[src/shared/cod_pkg.sv]
// Notes on behaviour
// - Mode field: 00 biphase, 01 unused, 10 normal mode 1, 11 normal mode 2.
// - Internally a dominant bit is zero and a recessive bit is one.
// - Biphase toggle flop flips per dominant bit; first dominant bit leaves on pin 0.
// - Biphase turns every driver on both pins off for the whole recessive bit.
// - Normal mode 1 drives the same untoggled bit stream on both pins.
// - Normal mode 2 sends the stream on pin 0 and the bit clock on pin 1.
// - Bit clock is high for one quantum during the synchronisation segment.
// - Each pin's high-side enable gates whether its high-side driver can turn on.
// - Each pin's low-side enable gates whether its low-side driver can turn on.
// - High side on when enabled and data XOR polarity is one; low side when zero.
// - Transmit identifier is 11 bits, MSB first, smaller value wins arbitration.
// - Upper eight identifier bits in their own register, lowest three in bits 7..5.
// - Bit 4 of frame-type/length selects remote frame when set, data frame when clear.
// - Remote frames ignore the length code and carry zero data bytes.
// - Data length code gives the byte count in plain binary, 0 to 8.
// - Eight transmit data bytes at consecutive addresses; only the counted ones are sent.
// - Receive identifier uses transmit layout; two receive buffers alternate internally.
// - Accepted message stored in order into a free buffer; none free signals overrun.
// - Received frame-type/length sits at 0x35, received data bytes at 0x36 to 0x3d.
`default_nettype none

package cod_pkg;

  // Register indices; byte address is four times the index
  localparam logic [5:0] IDX_ODC       = 6'h28;
  localparam logic [5:0] IDX_TX_ID_HI  = 6'h2a;
  localparam logic [5:0] IDX_TX_CTL    = 6'h2b;
  localparam logic [5:0] IDX_TX_DATA0  = 6'h2c;
  localparam logic [5:0] IDX_TX_DATA7  = 6'h33;
  localparam logic [5:0] IDX_RX_ID_HI  = 6'h34;
  localparam logic [5:0] IDX_RX_CTL    = 6'h35;
  localparam logic [5:0] IDX_RX_DATA7  = 6'h3d;
  localparam logic [5:0] IDX_RX_STATUS = 6'h3e;

  // Output driver control fields
  localparam int unsigned ODC_MODE_LSB = 0;
  localparam int unsigned ODC_POL0     = 2;
  localparam int unsigned ODC_LS0      = 3;
  localparam int unsigned ODC_HS0      = 4;
  localparam int unsigned ODC_POL1     = 5;
  localparam int unsigned ODC_LS1      = 6;
  localparam int unsigned ODC_HS1      = 7;

  localparam logic [1:0] MODE_BIPHASE = 2'h0;
  localparam logic [1:0] MODE_UNUSED  = 2'h1;
  localparam logic [1:0] MODE_NORMAL1 = 2'h2;
  localparam logic [1:0] MODE_NORMAL2 = 2'h3;

  // Frame-type and length fields
  localparam int unsigned CTL_ID_LSB = 5;
  localparam int unsigned CTL_REMOTE = 4;
  localparam logic [3:0]  DLC_MAX    = 4'h8;

  // Receive status fields
  localparam int unsigned STAT_READY = 0;
  localparam int unsigned STAT_OVR   = 1;
  localparam int unsigned STAT_BOTH  = 2;

  // Buffer sizes
  localparam int unsigned TX_BYTES  = 8;
  localparam int unsigned RX_LEN    = 10;
  localparam logic [3:0]  RX_LAST_IDX = 4'h9;

  // Values after reset
  localparam logic [7:0] ODC_RST   = 8'h00;
  localparam logic       PHASE_RST = 1'b1;

  localparam logic [1:0] RESP_OKAY   = 2'h0;
  localparam logic [1:0] RESP_SLVERR = 2'h2;

endpackage : cod_pkg

`default_nettype wire

[src/verilog/cod_top.sv]
`default_nettype none

module cod_top
  import cod_pkg::*;
(
  // Clock and reset
  input  wire logic        clk_sys,
  input  wire logic        reset,
  // AXI4-Lite write channels
  input  wire logic [7:0]  s_axi_awaddr,
  input  wire logic        s_axi_awvalid,
  output logic             s_axi_awready,
  input  wire logic [31:0] s_axi_wdata,
  input  wire logic [3:0]  s_axi_wstrb,
  input  wire logic        s_axi_wvalid,
  output logic             s_axi_wready,
  output logic [1:0]       s_axi_bresp,
  output logic             s_axi_bvalid,
  input  wire logic        s_axi_bready,
  // AXI4-Lite read channels
  input  wire logic [7:0]  s_axi_araddr,
  input  wire logic        s_axi_arvalid,
  output logic             s_axi_arready,
  output logic [31:0]      s_axi_rdata,
  output logic [1:0]       s_axi_rresp,
  output logic             s_axi_rvalid,
  input  wire logic        s_axi_rready,
  // Controller state
  input  wire logic        reset_request,
  // Bit stream from bit timing
  input  wire logic        internal_tx_bit,
  input  wire logic        sync_seg,
  // Driver transistor states
  output logic             pin0_highside_state,
  output logic             pin0_lowside_state,
  output logic             pin1_highside_state,
  output logic             pin1_lowside_state,
  // Transmit pins
  output logic             transmit_pin_0_o,
  output logic             transmit_pin_0_oe,
  output logic             transmit_pin_1_o,
  output logic             transmit_pin_1_oe,
  // Transmit frame fetch
  output logic [10:0]      tx_identifier,
  output logic             tx_remote,
  output logic [3:0]       tx_byte_count,
  input  wire logic [2:0]  tx_byte_idx,
  output logic [7:0]       tx_byte_data,
  // Receive store
  input  wire logic        rx_wr_valid,
  input  wire logic        rx_wr_first,
  input  wire logic        rx_wr_last,
  input  wire logic [7:0]  rx_wr_data,
  output logic             rx_overrun,
  output logic             rx_msg_ready
);

  logic [7:0]  odc_ff, tx_id_hi_ff, tx_ctl_ff, tx_byte_data_ff, tx_data_set_ff;
  logic [7:0]  tx_data_ff [TX_BYTES];
  logic [7:0]  rx_mem_ff [2][RX_LEN];
  logic [1:0]  rx_full_ff, bresp_ff, rresp_ff, hs_ff, ls_ff;
  logic [3:0]  rx_idx_ff;
  logic [31:0] rdata_ff;
  logic        rx_wr_sel_ff, rx_rd_sel_ff, rx_drop_ff, rx_ovr_ff, rx_overrun_ff;
  logic        bvalid_ff, rvalid_ff, sync_q_ff, phase_ff;

  logic        wr_take, rd_take, wr_lane, wr_err, rd_err;
  logic [5:0]  wr_idx, rd_idx;
  logic [7:0]  rd_val, fetch_ref;
  logic [2:0]  wr_tx_sel, rd_tx_sel;
  logic [3:0]  rd_rx_sel, rx_wr_pos;
  logic        we_odc, we_id, we_ctl, we_data, we_stat;
  logic        rx_release, nxt_drop, rx_store, rx_commit;
  logic        bit_start, nxt_phase, drv_act;
  logic [1:0]  mode, pin_d, nxt_hs, nxt_ls;

  // AXI4-Lite slave: both write channels are taken together, one at a time
  assign wr_take       = s_axi_awvalid & s_axi_wvalid & ~bvalid_ff;
  assign rd_take       = s_axi_arvalid & ~rvalid_ff;
  assign s_axi_awready = wr_take;
  assign s_axi_wready  = wr_take;
  assign s_axi_arready = ~rvalid_ff;
  assign s_axi_bvalid  = bvalid_ff;
  assign s_axi_bresp   = bresp_ff;
  assign s_axi_rvalid  = rvalid_ff;
  assign s_axi_rresp   = rresp_ff;
  assign s_axi_rdata   = rdata_ff;

  assign wr_idx    = s_axi_awaddr[7:2];
  assign rd_idx    = s_axi_araddr[7:2];
  assign wr_lane   = s_axi_wstrb[0];
  assign wr_tx_sel = 3'(wr_idx - IDX_TX_DATA0);
  assign rd_tx_sel = 3'(rd_idx - IDX_TX_DATA0);
  assign rd_rx_sel = 4'(rd_idx - IDX_RX_ID_HI);

  // Write decode; receive copies are read-only and answer with an error
  always_comb begin
    we_odc  = 1'b0;
    we_id   = 1'b0;
    we_ctl  = 1'b0;
    we_data = 1'b0;
    we_stat = 1'b0;
    wr_err  = 1'b0;
    if (wr_idx == IDX_ODC) begin
      wr_err = ~reset_request;
      we_odc = reset_request;
    end else if (wr_idx == IDX_TX_ID_HI) begin
      we_id = 1'b1;
    end else if (wr_idx == IDX_TX_CTL) begin
      we_ctl = 1'b1;
    end else if (wr_idx >= IDX_TX_DATA0 && wr_idx <= IDX_TX_DATA7) begin
      we_data = 1'b1;
    end else if (wr_idx == IDX_RX_STATUS) begin
      we_stat = 1'b1;
    end else begin
      wr_err = 1'b1;
    end
  end

  // Read decode
  always_comb begin
    rd_val = 8'h00;
    rd_err = 1'b0;
    if (rd_idx == IDX_ODC) begin
      rd_err = ~reset_request;
      rd_val = reset_request ? odc_ff : 8'h00;
    end else if (rd_idx == IDX_TX_ID_HI) begin
      rd_val = tx_id_hi_ff;
    end else if (rd_idx == IDX_TX_CTL) begin
      rd_val = tx_ctl_ff;
    end else if (rd_idx >= IDX_TX_DATA0 && rd_idx <= IDX_TX_DATA7) begin
      rd_val = tx_data_ff[rd_tx_sel];
    end else if (rd_idx >= IDX_RX_ID_HI && rd_idx <= IDX_RX_DATA7) begin
      rd_val = rx_mem_ff[rx_rd_sel_ff][rd_rx_sel];
    end else if (rd_idx == IDX_RX_STATUS) begin
      rd_val[STAT_READY] = rx_full_ff[rx_rd_sel_ff];
      rd_val[STAT_OVR]   = rx_ovr_ff;
      rd_val[STAT_BOTH]  = &rx_full_ff;
    end else begin
      rd_err = 1'b1;
    end
  end

  always_ff @(posedge clk_sys) begin
    if (reset) begin
      bvalid_ff <= 1'b0;
      bresp_ff  <= RESP_OKAY;
    end else if (wr_take) begin
      bvalid_ff <= 1'b1;
      bresp_ff  <= wr_err ? RESP_SLVERR : RESP_OKAY;
    end else if (s_axi_bready) begin
      bvalid_ff <= 1'b0;
    end
  end

  always_ff @(posedge clk_sys) begin
    if (reset) begin
      rvalid_ff <= 1'b0;
      rresp_ff  <= RESP_OKAY;
      rdata_ff  <= 32'h0000_0000;
    end else if (rd_take) begin
      rvalid_ff <= 1'b1;
      rresp_ff  <= rd_err ? RESP_SLVERR : RESP_OKAY;
      rdata_ff  <= {24'h00_0000, rd_val};
    end else if (s_axi_rready) begin
      rvalid_ff <= 1'b0;
    end
  end

  // Driver setup is defined after reset so the pins start floating
  always_ff @(posedge clk_sys) begin
    if (reset) begin
      odc_ff <= ODC_RST;
    end else if (wr_take && wr_lane && we_odc) begin
      odc_ff <= s_axi_wdata[7:0];
    end
  end

  // Transmit buffer has no reset on purpose: contents stay undefined
  always_ff @(posedge clk_sys) begin
    if (wr_take && wr_lane && we_id) begin
      tx_id_hi_ff <= s_axi_wdata[7:0];
    end
    if (wr_take && wr_lane && we_ctl) begin
      tx_ctl_ff <= s_axi_wdata[7:0];
    end
    if (wr_take && wr_lane && we_data) begin
      tx_data_ff[wr_tx_sel] <= s_axi_wdata[7:0];
    end
  end

  // Frame engine view of the transmit buffer
  assign tx_identifier = {tx_id_hi_ff, tx_ctl_ff[7:CTL_ID_LSB]};
  assign tx_remote     = tx_ctl_ff[CTL_REMOTE];

  always_comb begin
    if (tx_ctl_ff[CTL_REMOTE]) begin
      tx_byte_count = 4'h0;
    end else if (tx_ctl_ff[3:0] > DLC_MAX) begin
      tx_byte_count = DLC_MAX;
    end else begin
      tx_byte_count = tx_ctl_ff[3:0];
    end
  end

  assign fetch_ref = tx_data_ff[tx_byte_idx];

  // Marks bytes written since reset, so the fetch check skips undefined ones
  always_ff @(posedge clk_sys) begin
    if (reset) begin
      tx_byte_data_ff <= 8'h00;
      tx_data_set_ff  <= 8'h00;
    end else begin
      tx_byte_data_ff <= fetch_ref;
      if (wr_take && wr_lane && we_data) begin
        tx_data_set_ff[wr_tx_sel] <= 1'b1;
      end
    end
  end

  assign tx_byte_data = tx_byte_data_ff;

  // Receive side: a message is dropped whole if its buffer is still held by software
  assign nxt_drop   = rx_wr_first ? rx_full_ff[rx_wr_sel_ff] : rx_drop_ff;
  assign rx_wr_pos  = rx_wr_first ? 4'h0 : rx_idx_ff;
  assign rx_store   = rx_wr_valid & ~nxt_drop & (rx_wr_pos <= RX_LAST_IDX);
  assign rx_commit  = rx_wr_valid & rx_wr_last & ~nxt_drop;
  assign rx_release = wr_take & wr_lane & we_stat & s_axi_wdata[STAT_READY]
                      & rx_full_ff[rx_rd_sel_ff];

  always_ff @(posedge clk_sys) begin
    if (rx_store) begin
      rx_mem_ff[rx_wr_sel_ff][rx_wr_pos] <= rx_wr_data;
    end
  end

  always_ff @(posedge clk_sys) begin
    if (reset) begin
      rx_idx_ff  <= 4'h0;
      rx_drop_ff <= 1'b0;
    end else if (rx_wr_valid) begin
      rx_idx_ff  <= 4'(rx_wr_pos + 4'h1);
      rx_drop_ff <= nxt_drop;
    end
  end

  // Clear first, then set, so a completing message is never lost
  always_ff @(posedge clk_sys) begin
    if (reset) begin
      rx_full_ff   <= 2'b00;
      rx_wr_sel_ff <= 1'b0;
      rx_rd_sel_ff <= 1'b0;
    end else begin
      if (rx_release) begin
        rx_full_ff[rx_rd_sel_ff] <= 1'b0;
        rx_rd_sel_ff             <= ~rx_rd_sel_ff;
      end
      if (rx_commit) begin
        rx_full_ff[rx_wr_sel_ff] <= 1'b1;
        rx_wr_sel_ff             <= ~rx_wr_sel_ff;
      end
    end
  end

  always_ff @(posedge clk_sys) begin
    if (reset) begin
      rx_ovr_ff     <= 1'b0;
      rx_overrun_ff <= 1'b0;
    end else begin
      rx_overrun_ff <= rx_wr_valid & rx_wr_first & rx_full_ff[rx_wr_sel_ff];
      if (rx_wr_valid && rx_wr_first && rx_full_ff[rx_wr_sel_ff]) begin
        rx_ovr_ff <= 1'b1;
      end else if (wr_take && wr_lane && we_stat && s_axi_wdata[STAT_OVR]) begin
        rx_ovr_ff <= 1'b0;
      end
    end
  end

  assign rx_overrun   = rx_overrun_ff;
  assign rx_msg_ready = rx_full_ff[rx_rd_sel_ff];

  // Output encoder; the bit stream uses zero for dominant
  assign mode      = odc_ff[ODC_MODE_LSB +: 2];
  assign bit_start = sync_seg & ~sync_q_ff;
  assign nxt_phase = (bit_start && mode == MODE_BIPHASE && !internal_tx_bit)
                     ? ~phase_ff : phase_ff;

  always_ff @(posedge clk_sys) begin
    if (reset) begin
      sync_q_ff <= 1'b0;
      phase_ff  <= PHASE_RST;
    end else begin
      sync_q_ff <= sync_seg;
      phase_ff  <= nxt_phase;
    end
  end

  always_comb begin
    unique case (mode)
      MODE_BIPHASE: begin
        drv_act = ~internal_tx_bit;
        pin_d   = {~nxt_phase, nxt_phase};
      end
      MODE_UNUSED: begin
        drv_act = 1'b0;
        pin_d   = 2'b11;
      end
      MODE_NORMAL1: begin
        drv_act = 1'b1;
        pin_d   = {internal_tx_bit, internal_tx_bit};
      end
      MODE_NORMAL2: begin
        drv_act = 1'b1;
        pin_d   = {sync_seg, internal_tx_bit};
      end
    endcase
  end

  // Transistor states per pin; never both on since the XOR picks one side
  assign nxt_hs[0] = drv_act & odc_ff[ODC_HS0] & (pin_d[0] ^ odc_ff[ODC_POL0]);
  assign nxt_ls[0] = drv_act & odc_ff[ODC_LS0] & ~(pin_d[0] ^ odc_ff[ODC_POL0]);
  assign nxt_hs[1] = drv_act & odc_ff[ODC_HS1] & (pin_d[1] ^ odc_ff[ODC_POL1]);
  assign nxt_ls[1] = drv_act & odc_ff[ODC_LS1] & ~(pin_d[1] ^ odc_ff[ODC_POL1]);

  always_ff @(posedge clk_sys) begin
    if (reset) begin
      hs_ff <= 2'b00;
      ls_ff <= 2'b00;
    end else begin
      hs_ff <= nxt_hs;
      ls_ff <= nxt_ls;
    end
  end

  assign pin0_highside_state = hs_ff[0];
  assign pin0_lowside_state  = ls_ff[0];
  assign pin1_highside_state = hs_ff[1];
  assign pin1_lowside_state  = ls_ff[1];
  assign transmit_pin_0_o    = hs_ff[0];
  assign transmit_pin_0_oe   = hs_ff[0] | ls_ff[0];
  assign transmit_pin_1_o    = hs_ff[1];
  assign transmit_pin_1_oe   = hs_ff[1] | ls_ff[1];
endmodule : cod_top

`default_nettype wire

[config.mk]
export PLATFORM = sky130hd
export DESIGN_NAME = cod_top
export DESIGN_NICKNAME = d
export VERILOG_FILES = /design/src/shared/cod_pkg.sv /design/src/verilog/cod_top.sv
export SDC_FILE = /design/constraint.sdc
export NUM_CORES = 1
export LEC_CHECK = 0
export BUFFER_PORTS_ARGS = -buffer_cell sky130_fd_sc_hd__buf_2
export CAP_MARGIN = 20
export CORE_ASPECT_RATIO = 0.75
export CORE_MARGIN = 4
export CORE_UTILIZATION = 31
export DETAILED_ROUTE_END_ITERATION = 12
export PLACE_DENSITY = 0.54
export SETUP_SLACK_MARGIN = 0.15
export SLEW_MARGIN = 40
export SYNTH_ARGS = -nofsm -noshare
export SYNTH_HDL_FRONTEND = slang
export SYNTH_SLANG_ARGS = --single-unit
[constraint.sdc]
create_clock -name clk_sys -period 4.36 [get_ports clk_sys]
set_clock_uncertainty 0.05 [all_clocks]
set_input_delay 0.654 -clock clk_sys [delete_from_list [all_inputs] [get_ports clk_sys]]
set_output_delay 0.654 -clock clk_sys [all_outputs]
set_load 0.02 [all_outputs]
==> results.md <==
* Outcome: finished clean
* PD cells at about 400 nW/um^2
* Cell count after synthesis at 778
* VDD IR max at 0.252 mV
* Compound-gate portion of the synthesized area at 0.0584
* Antenna Cells at 0
* Final WS setup at about 1.5 ns
* Ys async rst share at 0
* # DRC at 0
* Seq/Total Area, Yosys at 0.662
* Vias per cell at between 5 and 6
* Placed insts at 1357
* CTS buffer count at 27
* Port Buf Inserts at 93
* Mapped Area at 12300 um^2
* Fin. Hold Viols at 0
* Clock-pin slew on the worst setup and hold paths at about 0.070 ns
* Die area at 42900 um^2
* Synth Area in XOR/XNOR at 0.000714
* Half-perimeter wire length after placement at approximately 23000 um
* Clock latency at the later pin of the worst-skew pair at ~0.55 ns
* CTS sink count at roughly 290
* #FFs+latches synth at ~290
* Worst Setup Path Type: register to register
* P_sw at roughly 0.0013 W
* Pre-Repair DR Iteration Count at 5
* Max Slew Vio Count at 0
* CTS tree: done
* GPL Wtd Cong at 0.801
* CP Max Fanout at 19
* DIE WIDTH at 238 um
* WL final at ~32000 um
* Post-route clock period utilization at 0.666
* First-pass GRT wire length at roughly 48000 um
* Int Pwr at approximately 0.0043 W
* Post-synth top cells: 240 x edfxtp_1, 68 x nor2_1, 66 x mux4_2
* Max_cap viols at 0
* Nets at 960
* Layout cells sized above 1 at 0.282
* Hold Buf Count CTS at 0
* RSZ-0062 raised after global routing: false
* Seq pwr share at 0.535
* Root Buffer: clkbuf_16
* Slew headroom at 0.458
* Avg Cell Area, Syn at around 16 um^2
* GR Overflow Total at 0
* CP required at ~4.7 ns
* Mux cell area share after synthesis at 0.154
* Crit. End Element: register
* Largest family of logic cells by synthesized area: multiplexers
* DIE HEIGHT at approximately 180 um
* Worst-Margin Slew at 0.813 ns
* Pin count of the biggest net entering global routing at 58
* Leakage at 4.72 nW
* Placement Setup Slack at 1.28 ns
* Worst setup SP type: register
* CP arrival at ~3.3 ns
* Layout Cells excl Fill at 1407
* Initial antenna violation count at 2
* Core area at ~39000 um^2
* Synth Area in Adders at 0.0102
* GRT busiest layer: met1
* Ys Warns at 0
* Simple-gate share of the synthesized area at 0.0750
* FP Rows at a little over 60
* H-tree depth at 1
* Logic pwr share at 0.069
* M2 GR Usage at 0.203
* Setup bufs post-CTS at 0
* DP Area at between 10000 and 15000 um^2
* Vias in the first global route at 7082
* Final setup fails at 0
* Tmin final at 2.90 ns
* Non-Filler Cell Area, Final at 14100 um^2
* Post-synth EDFFs at 240
* Vias at about 7300
* Area fraction of the dominant cell type after synthesis at 0.587
* Clk buf depth at 3
* Area leader, netlist: edfxtp_1
* Sw Ratio at 0.229
* Post-CTS resize count at 0
* Number of DRC markers in iteration 0 at ~750
* Clk network pwr share at 0.396
* Area contributors post-synth: edfxtp_1 59%, mux4_2 12%, dfxtp_1 7.5%
* GR Util met1 at 0.236
* Count leader, synth: edfxtp_1
* Fmax achieved at about 340 MHz
* Distinct cell type count after synthesis at a little over 60
* GRT Total Usage at 0.147
* Main synth FF type: edfxtp_1
* GRT met3 Usage at 0.0386
* Total Negative Setup Slacks at 0 ns
* Initial Util at 0.317
* Area Growth Syn to Fin at 14.7%
* Top Ports at 151
* Antenna-violating nets left at 0
* Hold WC Path Type: input port to register
* Drt wl/cell at about 23 um
-- final cells by class --
cell class,instances,area (um^2)
Clock inverter,8,46.3
Timing Repair Buffer,113,628
Tap cell,512,641
Multi-Input combinational cell,431,3810
Sequential cell,286,8130
Fill cell,3653,24600
Inverter,15,56.3
Clock buffer,42,772
-- layout by cell type (no fill, tap or decap), types with 5 or more instances in the layout --
cell,instances
a21oi_1,11
a221oi_1,11
a31oi_1,6
and3_1,5
buf_2,93
buf_4,19
clkbuf_1,11
clkbuf_16,27
clkinv_2,5
conb_1,26
dfxtp_1,45
edfxtp_1,240
ha_1,10
inv_1,15
mux2_2,5
mux2i_1,35
mux4_2,66
nand2_1,43
nand2b_1,7
nand3_1,11
nand4_1,5
nor2_1,50
nor2_2,18
nor2b_1,8
nor3_1,11
o21ai_0,18
o221ai_1,6
o22ai_1,8
or2_2,5
or3_1,6
-- registers in the layout, indices dropped and copies added (netlist names), 2 cells and up, named ones only --
name / flops
tx_byte_data: 8
hs_ff: 2
ls_ff: 2
tx_data_ff: 64
tx_ctl_ff: 8
odc_ff: 8
rx_idx_ff: 4
rx_mem_ff: 160
tx_id_hi_ff: 8
rx_full_ff: 2
s_axi_rdata: 8
-- final timing paths --
check,end,slack [ns],depth (start not counted),start
worst min-delay path,s_axi_rvalid$_SDFFE_PP0P_,0.23,2,s_axi_rready
worst min register to register,s_axi_bresp[1]$_SDFFE_PP0P_,0.40,2,s_axi_bresp[1]$_SDFFE_PP0P_
worst max register to register,s_axi_rdata[3]$_SDFFE_PP0P_,1.46,6,register
worst max-delay path,s_axi_rdata[3]$_SDFFE_PP0P_,1.46,6,register
-- power groups by stage --
stage	combinational (W)	clock [W]	sequential, W
after CTS	0.000391	0.00228	0.00301
after floorplan	0.000228	0	0.00308
after detailed placement	0.000389	0	0.00307
after global placement	0.000383	0	0.00307
after global routing	0.000423	0.00239	0.00301
final	0.000389	0.00223	0.00301
-- stage by stage --
stage / power, W / hold WS [ns] / util
global route: 0.00582 / 0.223 / 0.364
floorplan: 0.00331 / 0.372 / -
detailed placement: 0.00346 / 0.397 / 0.343
global placement: 0.00345 / 0.393 / 0.341
CTS: 0.00568 / 0.219 / 0.364
finish: 0.00563 / 0.235 / 0.364
-- routing by layer --
metal | vias to the layer above | share of wire
li1 | 3214 | -
met1 | 3792 | 0.50
met2 | 264 | 0.41
met3 | 29 | 0.081
met4 | 0 | 0.012
met5 | - | 0
-- cells by family (layout without fill, tap and decap cells) --
group                      after synthesis  after routing
adders and majority gates               10             10
muxes                                  106            106
xor gates and xnor gates                 1              1
DFF                                    286            286
AOI/OAI and AO/OA                       98             98
other                                    1             26
and+or+nand+nor                        190            190
buffers and inverters                   86            178
-- critical path, cell delays in order, from the launching register on --
cell and delay, ns:
dfxtp_2 0.80, buf_4 0.35, mux4_2 0.52, mux2i_1 0.29, o311ai_0 0.16, nor3_1 0.45, o22ai_1 0.12
Power figures use the tool's default switching activity.
